--- src/hdl/lpms_pkg.sv ---
// Constants and types for the low-power mode sequencer
// Function
// - Edge mode leaves deep halt only on a rising edge of halt pin
// - Edge mode enters deep halt even while halt pin is high
// - On release only oscillator restarts; warm-up keeps internal circuits idle
// - Two-bit warm-up selector; codes 00, 01, 10 valid, 11 reserved
// - Divider clock select at 1 doubles every warm-up length
// - After warm-up execution resumes at instruction after the halt request
// - Prescaler restarts from zero when execution resumes after warm-up
// - Reset pin low during deep halt resets at once, then normal state
// - Bit 4 of second control register enters sleep; CPU and watchdog stop
// - Memory, registers, status word and port latches hold during sleep
// - Program counter holds address two instructions past the sleep request
// - Master enable 0: enabled interrupt ends sleep, continue without handler
// - Master enable 1: enabled interrupt ends sleep by entering its handler
// - Reset pin low during sleep resets at once, then normal state
// - Watchdog interrupt just before sleep request: service it, skip sleep
// - Four reset causes: pin, address trap, watchdog, clock fault
// - Power-on does not initialise internal reset cause circuits; here por_n low clears cause_q
// - Warm-up lengths 3x2^16, 2^16, 2^14 fc cycles for codes 00, 01, 10
// - Bit 7 of first control register requests halt; clears on halt exit
package lpms_pkg;
    localparam logic [7:0] LPMS_ADDR_SYSCTL1 = 8'h38;
    localparam logic [7:0] LPMS_ADDR_SYSCTL2 = 8'h39;
    localparam logic [7:0] LPMS_ADDR_STATUS = 8'h3a;
    localparam logic [7:0] LPMS_ADDR_IRQ = 8'h3b;
    localparam logic [7:0] LPMS_ADDR_ENABLE = 8'h3c;
    localparam int LPMS_BIT_HALT = 7;
    localparam int LPMS_BIT_RELEASE = 6;
    localparam int LPMS_BIT_WARM_HI = 4;
    localparam int LPMS_BIT_WARM_LO = 3;
    localparam int LPMS_BIT_DIVSEL = 2;
    localparam int LPMS_BIT_SLEEP = 4;
    localparam logic [7:0] LPMS_SYSCTL1_RESET = 8'h00;
    localparam logic [7:0] LPMS_SYSCTL2_RESET = 8'h80;
    localparam logic [1:0] LPMS_WARM_LONG = 2'h0;
    localparam logic [1:0] LPMS_WARM_MID = 2'h1;
    localparam logic [1:0] LPMS_WARM_SHORT = 2'h2;
    localparam logic [18:0] LPMS_CYC_LONG = 19'h30000;
    localparam logic [18:0] LPMS_CYC_MID = 19'h10000;
    localparam logic [18:0] LPMS_CYC_SHORT = 19'h04000;
    localparam int LPMS_WCNT_W = 19;
    localparam int LPMS_PRE_W = 16;
    localparam logic [2:0] LPMS_PC_SKIP = 3'h2;
    localparam int LPMS_CAUSES = 4;
    localparam int LPMS_CAUSE_PIN = 0;
    localparam int LPMS_CAUSE_TRAP = 1;
    localparam int LPMS_CAUSE_WDOG = 2;
    localparam int LPMS_CAUSE_CLK = 3;
    typedef enum logic [3:0] {
        LPMS_RUN = 4'h1,
        LPMS_HALT = 4'h2,
        LPMS_WARM = 4'h4,
        LPMS_SLEEP = 4'h8
    } lpms_mode_e;
endpackage

--- src/hdl/lpms_warm_if.sv ---
// Handshake between the sequencer and its warm-up timer
`timescale 1ns/1ns
interface lpms_warm_if;
    logic start;
    logic [18:0] length;
    logic done;
    modport ctl (output start, output length, input done);
    modport tmr (input start, input length, output done);
endinterface

--- src/hdl/lpms_warm_timer.sv ---
// Warm-up interval counter
`timescale 1ns/1ns
module lpms_warm_timer import lpms_pkg::*; (
    // Clock and reset
    input wire logic clk,
    input wire logic reset_n,
    // Control
    lpms_warm_if.tmr wi
);
    typedef struct packed {
        logic busy;
        logic [LPMS_WCNT_W-1:0] cnt;
        logic done;
    } lpms_tmr_s;
    lpms_tmr_s st, next_st;

    always_comb begin
        next_st = st;
        next_st.done = 1'b0;
        if (wi.start) begin
            next_st.busy = 1'b1;
            next_st.cnt = wi.length - 19'h1;
        end else if (st.busy) begin
            // Counts on the restarted oscillator
            if (st.cnt == '0) begin
                next_st.busy = 1'b0;
                next_st.done = 1'b1;
            end else begin
                next_st.cnt = st.cnt - 19'h1;
            end
        end
    end

    always_ff @(posedge clk or negedge reset_n) begin
        if (!reset_n) begin
            st <= '0;
        end else begin
            st <= next_st;
        end
    end

    assign wi.done = st.done;
endmodule

--- src/hdl/lpms_sequencer.sv ---
// Low-power mode sequencer top
//
// The strobed register port and the register offsets were decided locally.
`timescale 1ns/1ns
module lpms_sequencer import lpms_pkg::*; (
    // Clock and reset
    input wire logic clk,
    input wire logic reset_n,
    input wire logic por_n,
    // Register port
    input wire logic [7:0] addr,
    input wire logic [7:0] wdata,
    input wire logic wr,
    input wire logic rd,
    output logic [7:0] rdata,
    // Pins and events
    input wire logic halt_pin_n,
    input wire logic [7:0] irq_request,
    input wire logic wdog_irq,
    input wire logic trap_event,
    input wire logic wdog_timeout,
    input wire logic clk_fault,
    input wire logic irq_master_enable,
    // CPU side
    input wire logic [15:0] pc_in,
    output logic cpu_clk_en,
    output logic wdog_run,
    output logic osc_enable,
    output logic [15:0] resume_pc,
    output logic vector_take,
    output logic resume_pulse,
    output logic soft_reset,
    output logic [LPMS_PRE_W-1:0] prescaler
);
    typedef struct packed {
        lpms_mode_e mode;
        logic [7:0] sysctl1;
        logic [7:0] sysctl2;
        logic [7:0] irq_pending_latch;
        logic [7:0] irq_individual_enable;
        logic [LPMS_CAUSES-1:0] cause;
        logic [1:0] halt_sync;
        logic halt_prev;
        logic wdog_seen;
        logic [15:0] resume_pc;
        logic cpu_clk_en;
        logic wdog_run;
        logic osc_enable;
        logic vector_take;
        logic resume_pulse;
        logic soft_reset;
        logic [LPMS_PRE_W-1:0] prescaler;
        logic [7:0] rdata;
    } lpms_top_s;
    lpms_top_s st, next_st;
    lpms_warm_if wi();
    logic [LPMS_CAUSES-1:0] cause_q;
    logic [1:0] pin_sync;
    logic [LPMS_CAUSES-1:0] cause_hit;

    function automatic logic [18:0] warm_len(input logic [1:0] code, input logic dbl);
        logic [18:0] base;
        base = LPMS_CYC_SHORT;
        case (code)
            LPMS_WARM_LONG: base = LPMS_CYC_LONG;
            LPMS_WARM_MID: base = LPMS_CYC_MID;
            LPMS_WARM_SHORT: base = LPMS_CYC_SHORT;
            default: base = LPMS_CYC_SHORT;
        endcase
        if (dbl) begin
            return {base[17:0], 1'b0};
        end
        return base;
    endfunction

    lpms_warm_timer u_timer (
        .clk(clk),
        .reset_n(reset_n),
        .wi(wi.tmr)
    );

    // Cause flags survive pin reset; pin level crosses through two flops
    always_ff @(posedge clk or negedge por_n) begin
        if (!por_n) begin
            pin_sync <= 2'h3;
            cause_q <= '0;
        end else begin
            pin_sync <= {pin_sync[0], reset_n};
            if (wr && addr == LPMS_ADDR_STATUS) begin
                cause_q <= (cause_q & ~wdata[3:0]) | cause_hit;
            end else begin
                cause_q <= cause_q | cause_hit;
            end
        end
    end

    logic rise;
    logic irq_hit;
    always_comb begin
        rise = st.halt_sync[1] & ~st.halt_prev;
        irq_hit = |(st.irq_pending_latch & st.irq_individual_enable);
        cause_hit = {clk_fault, wdog_timeout, trap_event, !pin_sync[1]};
    end

    always_comb begin
        next_st = st;
        wi.start = 1'b0;
        wi.length = warm_len(st.sysctl1[LPMS_BIT_WARM_HI:LPMS_BIT_WARM_LO], st.sysctl1[LPMS_BIT_DIVSEL]);
        next_st.halt_sync = {st.halt_sync[0], halt_pin_n};
        next_st.halt_prev = st.halt_sync[1];
        next_st.vector_take = 1'b0;
        next_st.resume_pulse = 1'b0;
        // Internal causes pass on a reset request one cycle later, held while any cause stays high
        next_st.soft_reset = trap_event | wdog_timeout | clk_fault;
        next_st.rdata = 8'h00;
        next_st.wdog_seen = wdog_irq;
        next_st.irq_pending_latch = st.irq_pending_latch | irq_request;
        if (rd) begin
            case (addr)
                LPMS_ADDR_SYSCTL1: next_st.rdata = st.sysctl1;
                LPMS_ADDR_SYSCTL2: next_st.rdata = st.sysctl2;
                LPMS_ADDR_STATUS: next_st.rdata = {st.mode, cause_q};
                LPMS_ADDR_IRQ: next_st.rdata = st.irq_pending_latch;
                default: next_st.rdata = 8'h00;
            endcase
        end
        if (wr) begin
            case (addr)
                LPMS_ADDR_SYSCTL1: next_st.sysctl1 = wdata;
                LPMS_ADDR_SYSCTL2: next_st.sysctl2 = wdata;
                // Load replaces latches with the written data; new requests win
                LPMS_ADDR_IRQ: next_st.irq_pending_latch = wdata | irq_request;
                LPMS_ADDR_ENABLE: next_st.irq_individual_enable = wdata;
                default: ;
            endcase
        end
        case (st.mode)
            LPMS_RUN: begin
                next_st.prescaler = st.prescaler + 16'h1;
                if (st.sysctl1[LPMS_BIT_HALT]) begin
                    // Entry regardless of pin level in edge mode
                    if (!st.sysctl1[LPMS_BIT_RELEASE]) begin
                        next_st.mode = LPMS_HALT;
                        next_st.cpu_clk_en = 1'b0;
                        next_st.wdog_run = 1'b0;
                        next_st.osc_enable = 1'b0;
                        next_st.prescaler = '0;
                        next_st.resume_pc = pc_in + 16'(LPMS_PC_SKIP);
                    end else begin
                        next_st.sysctl1[LPMS_BIT_HALT] = 1'b0;
                    end
                end else if (st.sysctl2[LPMS_BIT_SLEEP]) begin
                    if (st.wdog_seen || wdog_irq) begin
                        next_st.sysctl2[LPMS_BIT_SLEEP] = 1'b0;
                        next_st.vector_take = 1'b1;
                    end else begin
                        next_st.mode = LPMS_SLEEP;
                        next_st.cpu_clk_en = 1'b0;
                        next_st.wdog_run = 1'b0;
                        next_st.resume_pc = pc_in + 16'(LPMS_PC_SKIP);
                    end
                end
            end
            LPMS_HALT: begin
                if (rise) begin
                    next_st.mode = LPMS_WARM;
                    next_st.osc_enable = 1'b1;
                    wi.start = 1'b1;
                end
            end
            LPMS_WARM: begin
                if (wi.done) begin
                    next_st.mode = LPMS_RUN;
                    next_st.sysctl1[LPMS_BIT_HALT] = 1'b0;
                    next_st.cpu_clk_en = 1'b1;
                    next_st.wdog_run = 1'b1;
                    next_st.prescaler = '0;
                    next_st.resume_pulse = 1'b1;
                end
            end
            LPMS_SLEEP: begin
                next_st.prescaler = st.prescaler + 16'h1;
                if (irq_hit) begin
                    next_st.mode = LPMS_RUN;
                    next_st.sysctl2[LPMS_BIT_SLEEP] = 1'b0;
                    next_st.cpu_clk_en = 1'b1;
                    next_st.wdog_run = 1'b1;
                    next_st.resume_pulse = 1'b1;
                    next_st.vector_take = irq_master_enable;
                end
            end
            default: next_st.mode = LPMS_RUN;
        endcase
    end

    // Pin reset acts at once in any mode
    always_ff @(posedge clk or negedge reset_n) begin
        if (!reset_n) begin
            st <= '{mode: LPMS_RUN, sysctl1: LPMS_SYSCTL1_RESET, sysctl2: LPMS_SYSCTL2_RESET,
                    halt_sync: 2'h3, halt_prev: 1'b1, cpu_clk_en: 1'b1, wdog_run: 1'b1,
                    osc_enable: 1'b1, default: '0};
        end else begin
            st <= next_st;
        end
    end

    always_comb begin
        rdata = st.rdata;
        cpu_clk_en = st.cpu_clk_en;
        wdog_run = st.wdog_run;
        osc_enable = st.osc_enable;
        resume_pc = st.resume_pc;
        vector_take = st.vector_take;
        resume_pulse = st.resume_pulse;
        soft_reset = st.soft_reset;
        prescaler = st.prescaler;
    end

    property p_edge_only;
        @(posedge clk) disable iff (!reset_n)
        (st.mode == LPMS_HALT && !rise) |=> st.mode == LPMS_HALT;
    endproperty
    a_edge_only: assert property (p_edge_only) else $error("halt left without edge");

    property p_idle_warm;
        @(posedge clk) disable iff (!reset_n)
        st.mode == LPMS_WARM |-> !cpu_clk_en && osc_enable;
    endproperty
    a_idle_warm: assert property (p_idle_warm) else $error("cpu ran in warm-up");

    property p_resume;
        @(posedge clk) disable iff (!reset_n)
        (st.mode == LPMS_WARM && wi.done) |=> cpu_clk_en && prescaler == '0 && !st.sysctl1[LPMS_BIT_HALT];
    endproperty
    a_resume: assert property (p_resume) else $error("bad resume");

    property p_warm_len;
        @(posedge clk) disable iff (!reset_n)
        wi.start |-> ##1 (!wi.done) [*8];
    endproperty
    a_warm_len: assert property (p_warm_len) else $error("warm-up too short");

    property p_sleep_stop;
        @(posedge clk) disable iff (!reset_n)
        st.mode == LPMS_SLEEP |-> !cpu_clk_en && !wdog_run;
    endproperty
    a_sleep_stop: assert property (p_sleep_stop) else $error("cpu ran in sleep");

    property p_wake;
        @(posedge clk) disable iff (!reset_n)
        (st.mode == LPMS_SLEEP && irq_hit) |=> resume_pulse && vector_take == $past(irq_master_enable);
    endproperty
    a_wake: assert property (p_wake) else $error("sleep wake wrong");

    property p_wdog_skip;
        @(posedge clk) disable iff (!reset_n)
        (st.mode == LPMS_RUN && !st.sysctl1[LPMS_BIT_HALT] && st.sysctl2[LPMS_BIT_SLEEP] && wdog_irq)
            |=> st.mode == LPMS_RUN && vector_take;
    endproperty
    a_wdog_skip: assert property (p_wdog_skip) else $error("slept over watchdog");

    property p_pc;
        @(posedge clk) disable iff (!reset_n)
        (st.mode == LPMS_RUN && next_st.mode == LPMS_SLEEP) |=> resume_pc == $past(pc_in) + 16'h2;
    endproperty
    a_pc: assert property (p_pc) else $error("resume address wrong");

    property p_soft_reset;
        @(posedge clk) disable iff (!reset_n)
        (trap_event || wdog_timeout || clk_fault) |=> soft_reset;
    endproperty
    a_soft_reset: assert property (p_soft_reset) else $error("reset cause not passed on");

    property p_sleep_hold;
        @(posedge clk) disable iff (!reset_n)
        (st.mode == LPMS_SLEEP && !irq_hit) |=> st.mode == LPMS_SLEEP;
    endproperty
    a_sleep_hold: assert property (p_sleep_hold) else $error("sleep left without interrupt");
endmodule

--- config.mk ---
export PLATFORM = sky130hd
export DESIGN_NAME = lpms_sequencer
export DESIGN_NICKNAME = d
export VERILOG_FILES = /design/src/hdl/lpms_pkg.sv /design/src/hdl/lpms_warm_if.sv /design/src/hdl/lpms_warm_timer.sv /design/src/hdl/lpms_sequencer.sv
export SDC_FILE = /design/constraint.sdc
export NUM_CORES = 1
export LEC_CHECK = 0
export ABC_CLOCK_PERIOD_IN_PS = 1750
export BUFFER_PORTS_ARGS = -buffer_cell sky130_fd_sc_hd__buf_2
export CAP_MARGIN = 0
export CORE_ASPECT_RATIO = 0.9
export CORE_MARGIN = 2
export CORE_UTILIZATION = 51
export DETAILED_ROUTE_END_ITERATION = 7
export PLACE_DENSITY = 0.74
export SETUP_SLACK_MARGIN = 0.05
export SLEW_MARGIN = 40
export SYNTH_ARGS = -nofsm -noshare
export SYNTH_HDL_FRONTEND = slang
export SYNTH_SLANG_ARGS = --single-unit
--- constraint.sdc ---
create_clock -name clk -period 1.75 [get_ports clk]
set_clock_uncertainty 0.1 [all_clocks]
set_input_delay 0.35 -clock clk [delete_from_list [all_inputs] [get_ports clk]]
set_output_delay 0.35 -clock clk [all_outputs]
set_load 0.02 [all_outputs]
==> results of run 1 <==
==> per-layer routing <==
metal  up-vias  part of all wire [%]  global-route usage (%)
met5         -                     0                       0
li1       2135                     -                       -
met2       100                    51                    38.9
met3        20                   3.6                    4.55
met1      2216                    44                    30.8
met4         0                   1.7                    6.71
==> power breakdown <==
part	internal, mW	switching [mW]
Sequential	3.08	0.415
Clock	1.13	0.985
Combinational	1.93	2.12
==> registers in the layout (all words and copies together) (netlist names), 2 cells and up <==
signal,cells
st,38
u_timer.st,20
prescaler,16
resume_pc,16
rdata,8
cause_q,4
next_st,2
pin_sync,2
==> logic make-up (layout without fill, tap and decap cells) <==
group                      count (synthesis)  after routing  share of synthesized area, %
and+or+nand+nor                          204            204                          19.8
DFF                                      112            112                          49.6
buffers and inverters                     77            223                          7.90
AOI/OAI and AO/OA                         69             69                          7.77
xor gates and xnor gates                  38             38                          5.87
muxes                                     33             33                          8.12
adders and majority gates                  4              4                         0.883
==> worst register-to-register path, stage by stage (launching register included) <==
cell and delay [ns]:
dfrtp_1 0.40, inv_2 0.08, ha_2 0.18, and4bb_1 0.24, nand4_2 0.15, or3_1 0.36
or3_1 0.32, a31oi_1 0.14
==> cell type report <==
type | instances | area (um^2)
fillers | 780 | 3420
flip-flops and latches | 112 | 2820
multi-input cells | 348 | 2720
repair buffers | 187 | 1310
clock buffers | 9 | 225
well taps | 133 | 166
clock inverters | 7 | 78.8
inverters | 20 | 75.1
==> layout by cell type (no fill, tap or decap), types with 14 or more instances in the layout <==
master     n
xnor2_1   18
xor2_1    18
nand2_1   48
nand4_1   14
inv_1     18
o21ai_0   19
mux2_2    24
buf_4     71
buf_2     95
nor2_1    38
dfrtp_1  102
==> metrics by stage <==
stage	setup TNS (ns)	cell area [um^2]	worst slack, ns	hold slack (ns)	std cells
2_1_floorplan	-0.254	5770	-0.158	-0.0456	537
4_1_cts	-2.70	7180	-0.237	0.0142	802
6_report	-3.54	7390	-0.281	0.0193	816
5_1_grt	-5.97	7390	-0.416	0.0169	816
3_3_place_gp	-2.44	6590	-0.167	0.0752	775
3_5_place_dp	-5.03	6590	-0.257	0.0860	775
==> synth_stat cells, types with 3 or more instances <==
master / count
a211o_1: 8
a21o_1: 4
a21oi_1: 8
a22oi_1: 5
a31oi_1: 5
and2_1: 4
and3_1: 8
and4_1: 7
buf_2: 4
buf_4: 41
clkbuf_1: 11
dfrtp_1: 103
dfstp_2: 9
ha_1: 4
inv_1: 20
mux2_2: 24
mux4_2: 8
nand2_1: 49
nand2b_1: 3
nand3_1: 16
nand4_1: 14
nand4b_1: 3
nor2_1: 44
nor2b_1: 15
nor3_1: 10
nor4_1: 5
nor4b_1: 4
o211ai_1: 3
o21ai_0: 22
o21ai_1: 4
o22ai_1: 3
or3_1: 6
xnor2_1: 20
xor2_1: 18
==> repair_timing <==
item / CTS / global route
hold buffers: 3 / 0
endpoints found under the hold margin: 86 / 0
gates cloned: 1 / 1
pin swaps: 45 / 33
buffers inserted: 7 / 14
gates resized for setup: 34 / 33
setup endpoints to repair: 49 / 51
==> worst paths after layout <==
kind                                from              to  cells after the start
max                        u_timer.st[2]  u_timer.st[17]                      7
min                             wdog_irq          st[46]                      1
max reg2reg                u_timer.st[2]  u_timer.st[17]                      7
min reg2reg                  pin_sync[0]     pin_sync[1]                      0
max in group asynchronous        reset_n      osc_enable                      3
min in group asynchronous          por_n      cause_q[3]                      2
==> out/metrics.csv, run 1 <==
metric;value;unit
Largest delay share family, worst path;simple AND/OR/NAND/NOR gates;
Post-DP HPWL;9220;um
vias per cell;5.48;
final worst-path cycle share;116;%
clock transition at the registers of the reported paths;0.08;ns
Leakage;3.51;nW
largest net degree at the start of global routing;43;
Synth area leader;dfrtp_1;
Yosys cell types;54;
I/O pin cnt;97;
final setup violation count;21;
Initial Util;52.5;%
Total Power;9.66;mW
Setup CP Type;reg -> reg;
Most common cell on crit path;or3_1;
Worst VDD drop;779;uV
clk_lat worst skew;0.35;ns
TritonCTS clock tree;built;
Reg2Reg Setup Slack;-0.28;ns
antenna violations before repair;0;
crit-path cells;inv_2 -> ha_2 -> and4bb_1 -> nand4_2 -> or3_1 -> or3_1 -> a31oi_1;
status;finished with violations;
Layout Nets;733;
Mapped Nets;592;
Final ANT Viol Nets;0;
CTS sink cnt;112;
Clock Path Buffers;2;
slowest stage delay, CP;0.40;ns
Slowest-stage cell, CP;dfrtp_1;
worst-margin pin slew;0.352;ns
Die Span Y;104;um
Overflow after GRT;0;
Hold/Removal Path Class;in -> reg;
First DRT Iteration DRCs;286;
data arrival time of the worst path;2.21;ns
first-pass GRT wire length;22000;um
H-tree levels;3;
top cells by area, synth;dfrtp_1 (45%), buf_4 (5.4%), mux2_2 (4.8%), dfstp_2 (4.2%), nand2_1 (3.2%);
asr flop ratio synth;100;%
core area;10800;um^2
Final Hold Viols;0;
synthesized area;5670;um^2
Clock Root Buffer;clkbuf_16;
DRC;0;
min cycle time layout;2.03;ns
Setup crit start kind;flop;
FF+latch count, synth;112;
die width;115;um
area grow syn2layout;30.4;%
Buf/Inv on CP;1;
wire per inst;16.8;um
Yosys warnings;0;
fraction of layout cells with a size suffix above 1;43.2;%
CP Capture Type;flop;
mean post-synth cell area;10.6;um^2
Max Clock Freq;492;MHz
PortBufs;96;
pwr dens;1310;nW/um^2
synthesized instance count;537;
die area;12000;um^2
first drt pass iteration count;5;
Num CTS Buffers;9;
failing checks;setup timing;
Max Cap Viol;0;
WP data required;1.92;ns
GP Congestion;0.862;
sequential-to-total area share from yosys stat;49.6;%
total number of vias;4471;
Routed WL;13700;um
n_diodes;0;
post-synth top area share;45.5;%
max_slew headroom;76.3;%
vias in the first global route;4434;
Final Max Tran Viols;0;
Finished Core Util;68.4;%
row cnt;36;
Post-synth EDFFs;0;
crit-path max FO;2;
RSZ-0062 raised after global routing;true;
final worst slack;-0.281;ns
Top FF cell, synth;dfrtp_1;
total track usage;23.3;%
(Power assumes the default switching activity.)
==> inputs of run 2 (changes only) <==
--- a/config.mk
+++ b/config.mk
@@ -5,16 +5,18 @@
 export SDC_FILE = /design/constraint.sdc
 export NUM_CORES = 1
 export LEC_CHECK = 0
+export ABC_AREA = 1
 export ABC_CLOCK_PERIOD_IN_PS = 1750
 export BUFFER_PORTS_ARGS = -buffer_cell sky130_fd_sc_hd__buf_2
 export CAP_MARGIN = 0
 export CORE_ASPECT_RATIO = 0.9
 export CORE_MARGIN = 2
-export CORE_UTILIZATION = 51
+export CORE_UTILIZATION = 53
 export DETAILED_ROUTE_END_ITERATION = 7
-export PLACE_DENSITY = 0.74
+export PLACE_DENSITY = 0.76
 export SETUP_SLACK_MARGIN = 0.05
 export SLEW_MARGIN = 40
 export SYNTH_ARGS = -nofsm -noshare
 export SYNTH_HDL_FRONTEND = slang
+export SYNTH_HIERARCHICAL = 1
 export SYNTH_SLANG_ARGS = --single-unit
==> out/metrics.csv, run 2 <==
metric;value;unit;change
die width;125;um;+8.2%
core area;12700;um^2;+18%
Total Power;7.58;mW;-22%
Synth area leader;dfrtp_1;;
largest family of logic cells by synthesized area;simple AND/OR/NAND/NOR gates;;
vias per cell;5.01;;-8.5%
R2R cell count;11;;+4
first-pass GRT wire length;28000;um;+27%
Worst VDD drop;709;uV;-8.9%
Yosys cell types;41;;-24%
mux share of post-synthesis cell area;0;%;-8.1 points
Final Hold Viols;0;;unchanged
CTS sink cnt;112;;unchanged
Reg with most FFs;st;;
Setup CP Type;reg -> reg;;
commonest non-fill, non-tap cell in the layout;nand2_1;;
Max Clock Freq;580;MHz;+18%
Top FF cell, synth;dfrtp_1;;
final worst slack;0.0267;ns;+0.307 ns
slowest stage delay, CP;0.55;ns;+0.15 ns
GP Congestion;0.903;;+4.8%
final setup violation count;0;;-100%
post-synthesis compound-gate area fraction;8.50;%;+0.73 points
status;complete, no violations;;
Overflow after GRT;0;;unchanged
Clock Path Buffers;2;;unchanged
PortBufs;96;;unchanged
biggest regs;st x38, u_timer/st x20;;
Setup crit start kind;flop;;
Synth Area in Simple Gates;36.4;%;+17 points
wire per inst;12.9;um;-23%
mean post-synth cell area;7.11;um^2;-33%
First DRT Iteration DRCs;473;;+65%
largest net degree at the start of global routing;30;;-30%
hold_ws;0.0838;ns;+0.0645 ns
Initial Util;54.5;%;+2.0 points
TritonCTS clock tree;built;;
worst reg2reg path startpoint;st[86];;
crit-path cells;nor2_2 -> nand2_2 -> nor2_4 -> inv_4 -> nand2_2 -> nor3_2 -> nand3_2 -> nand2_4 -> buf_6 -> a21oi_2 -> a21oi_1;;
vias in the first global route;6004;;+35%
XOR/XNOR share of the synthesized area;1.26;%;-4.6 points
Hold Path Sink;st[62];;
Largest register FFs;38;;unchanged
synthesized instance count;975;;+82%
WP data required;1.94;ns;+0.02 ns
I/O pin cnt;97;;unchanged
asr flop ratio synth;100;%;unchanged
min cycle time layout;1.72;ns;-0.307 ns
Reg2Reg Setup Slack;0.03;ns;+0.31 ns
total track usage;24.4;%;+1.1 points
Post-synth EDFFs;0;;unchanged
RSZ-0062 raised after global routing;true;;
clk_lat worst skew;0.36;ns;about the same
data arrival time of the worst path;1.91;ns;-0.30 ns
most frequent cells after synthesis;nand2_1 (298), nor2_1 (121), dfrtp_1 (103), inv_1 (103), nand3_1 (96);;
Max Cap Viol;0;;unchanged
antenna violations before repair;0;;unchanged
Slowest-stage cell, CP;dfstp_2;;
DRC;0;;unchanged
Layout Nets;1170;;+60%
Place WS;-0.0508;ns;+0.207 ns
most common cell in the netlist;nand2_1;;
pwr dens;922;nW/um^2;-29%
sequential-to-total area share from yosys stat;40.6;%;-9.1 points
post-synth top area share;37.2;%;-8.3 points
row cnt;39;;+8.3%
Die Span Y;113;um;+8.2%
crit-path max FO;5;;+3
most frequent cells in the layout;nand2_1 (293), nor2_1 (114), dfrtp_1 (101), inv_1 (100), buf_2 (95);;
Num CTS Buffers;9;;unchanged
n_diodes;0;;unchanged
top cells by area, synth;dfrtp_1 (37%), nand2_1 (16%), nand3_1 (6.9%), nor2_1 (6.5%), inv_1 (5.6%);;
Hold Path Stages;3;;+2
first drt pass iteration count;5;;unchanged
total number of vias;6431;;+44%
Leakage;4.28;nW;+22%
Final ANT Viol Nets;0;;unchanged
Yosys warnings;6;;+6
synthesized area;6940;um^2;+22%
clock transition at the registers of the reported paths;0.08;ns;about the same
Most common cell on crit path;nand2_2;;
FF+latch count, synth;112;;unchanged
Hold/Removal Path Class;in -> reg;;
Clock Root Buffer;clkbuf_16;;
Routed WL;16600;um;+21%
final worst-path cycle share;98.5;%;-18 points
area grow syn2layout;18.5;%;
CP Capture Type;flop;;
fraction of layout cells with a size suffix above 1;20.9;%;-22 points
die area;14000;um^2;+17%
Worst R2R End;u_timer/st[6];;
adder-cell share of the synthesized area;0.902;%;+0.019 points
H-tree levels;3;;unchanged
Post-DP HPWL;12100;um;+31%
Final Max Tran Viols;0;;unchanged
hold_sp;irq_request[0];;
[run 2: changes by cell type in the layout (fill, tap and decap cells not counted), sizes merged, moves of 12 or more]
| cell | previous run | this run |
|---|---|---|
| a21oi | 8 | 28 |
| buf | 183 | 137 |
| conb | 0 | 45 |
| inv | 23 | 111 |
| mux2 | 24 | 0 |
| nand2 | 49 | 305 |
| nand3 | 17 | 102 |
| nor2 | 44 | 133 |
| nor2b | 15 | 0 |
| o21ai | 26 | 70 |
| xnor2 | 20 | 4 |
| xor2 | 18 | 6 |
[run 2: logic make-up after synthesis]
| group | after synthesis |
|---|---|
| buf+inv | 166 |
| flops | 112 |
| other cells | 1 |
| simple gates | 574 |
| compound gates | 107 |
| xor+xnor | 10 |
| fa+ha+maj | 5 |
[run 2: how the worst max path moves through the flow]
| stage | start | slack (ns) | depth (start not counted) | end |
|---|---|---|---|---|
| floorplan | st[86] | 0.03 | 12 | u_timer/st[4] |
| global placement | st[88] | 0.004 | 12 | u_timer/st[15] |
| detailed placement | st[87] | -0.05 | 13 | u_timer/st[15] |
| CTS | st[87] | 0.05 | 13 | u_timer/st[15] |
| global route | st[87] | -0.05 | 12 | u_timer/st[12] |
| finish | st[86] | 0.03 | 11 | u_timer/st[6] |
[run 2: cell type report]
type	instances	area, um^2
Tap cell	164	205
Multi-Input combinational cell	741	3550
Timing Repair Buffer	141	901
Fill cell	1139	4520
Sequential cell	112	2820
Inverter	108	425
Clock inverter	6	70.1
Timing Repair inverter	1	8.76
Clock buffer	10	239
[run 2: report_power, final]
part | switching, mW | internal (mW)
Clock | 1.04 | 1.05
Sequential | 0.330 | 2.96
Combinational | 1.38 | 0.818
Total | 2.75 | 4.83
[run 2: layer usage]
metal	track usage (%)	routed length, um
met3	4.86	625
met1	33.5	7920
met5	0	0
met2	39.4	7710
met4	7.42	321
[run 2: per-stage QoR]
stage / TNS [ns] / util, % / instances / area (um^2)
4_1_cts: 0 / 63.6 / 1282 / 8100
3_3_place_gp: 0 / 60.6 / 1260 / 7720
5_1_grt: -0.254 / 64.5 / 1283 / 8220
3_5_place_dp: -0.0540 / 60.6 / 1260 / 7720
2_1_floorplan: 0 / - / 1019 / 7120
6_report: 0 / 64.5 / 1283 / 8220
[run 2: timing repair]
| item | in CTS | in global routing |
|---|---|---|
| setup endpoints to repair | 17 | 43 |
| pin swaps | 2 | 4 |
| hold buffers | 4 | 0 |
| setup buffers | 1 | 0 |
| endpoints found under the hold margin | 32 | 0 |
| resized for setup | 7 | 37 |
| cloned | 1 | 1 |
[run 2: critical path: cells and delay by family (launching register included)]
family	cells	cell delay (ns)
AOI/OAI and AO/OA	2	0.15
buffers and inverters	2	0.24
DFF	1	0.55
and+or+nand+nor	7	0.62
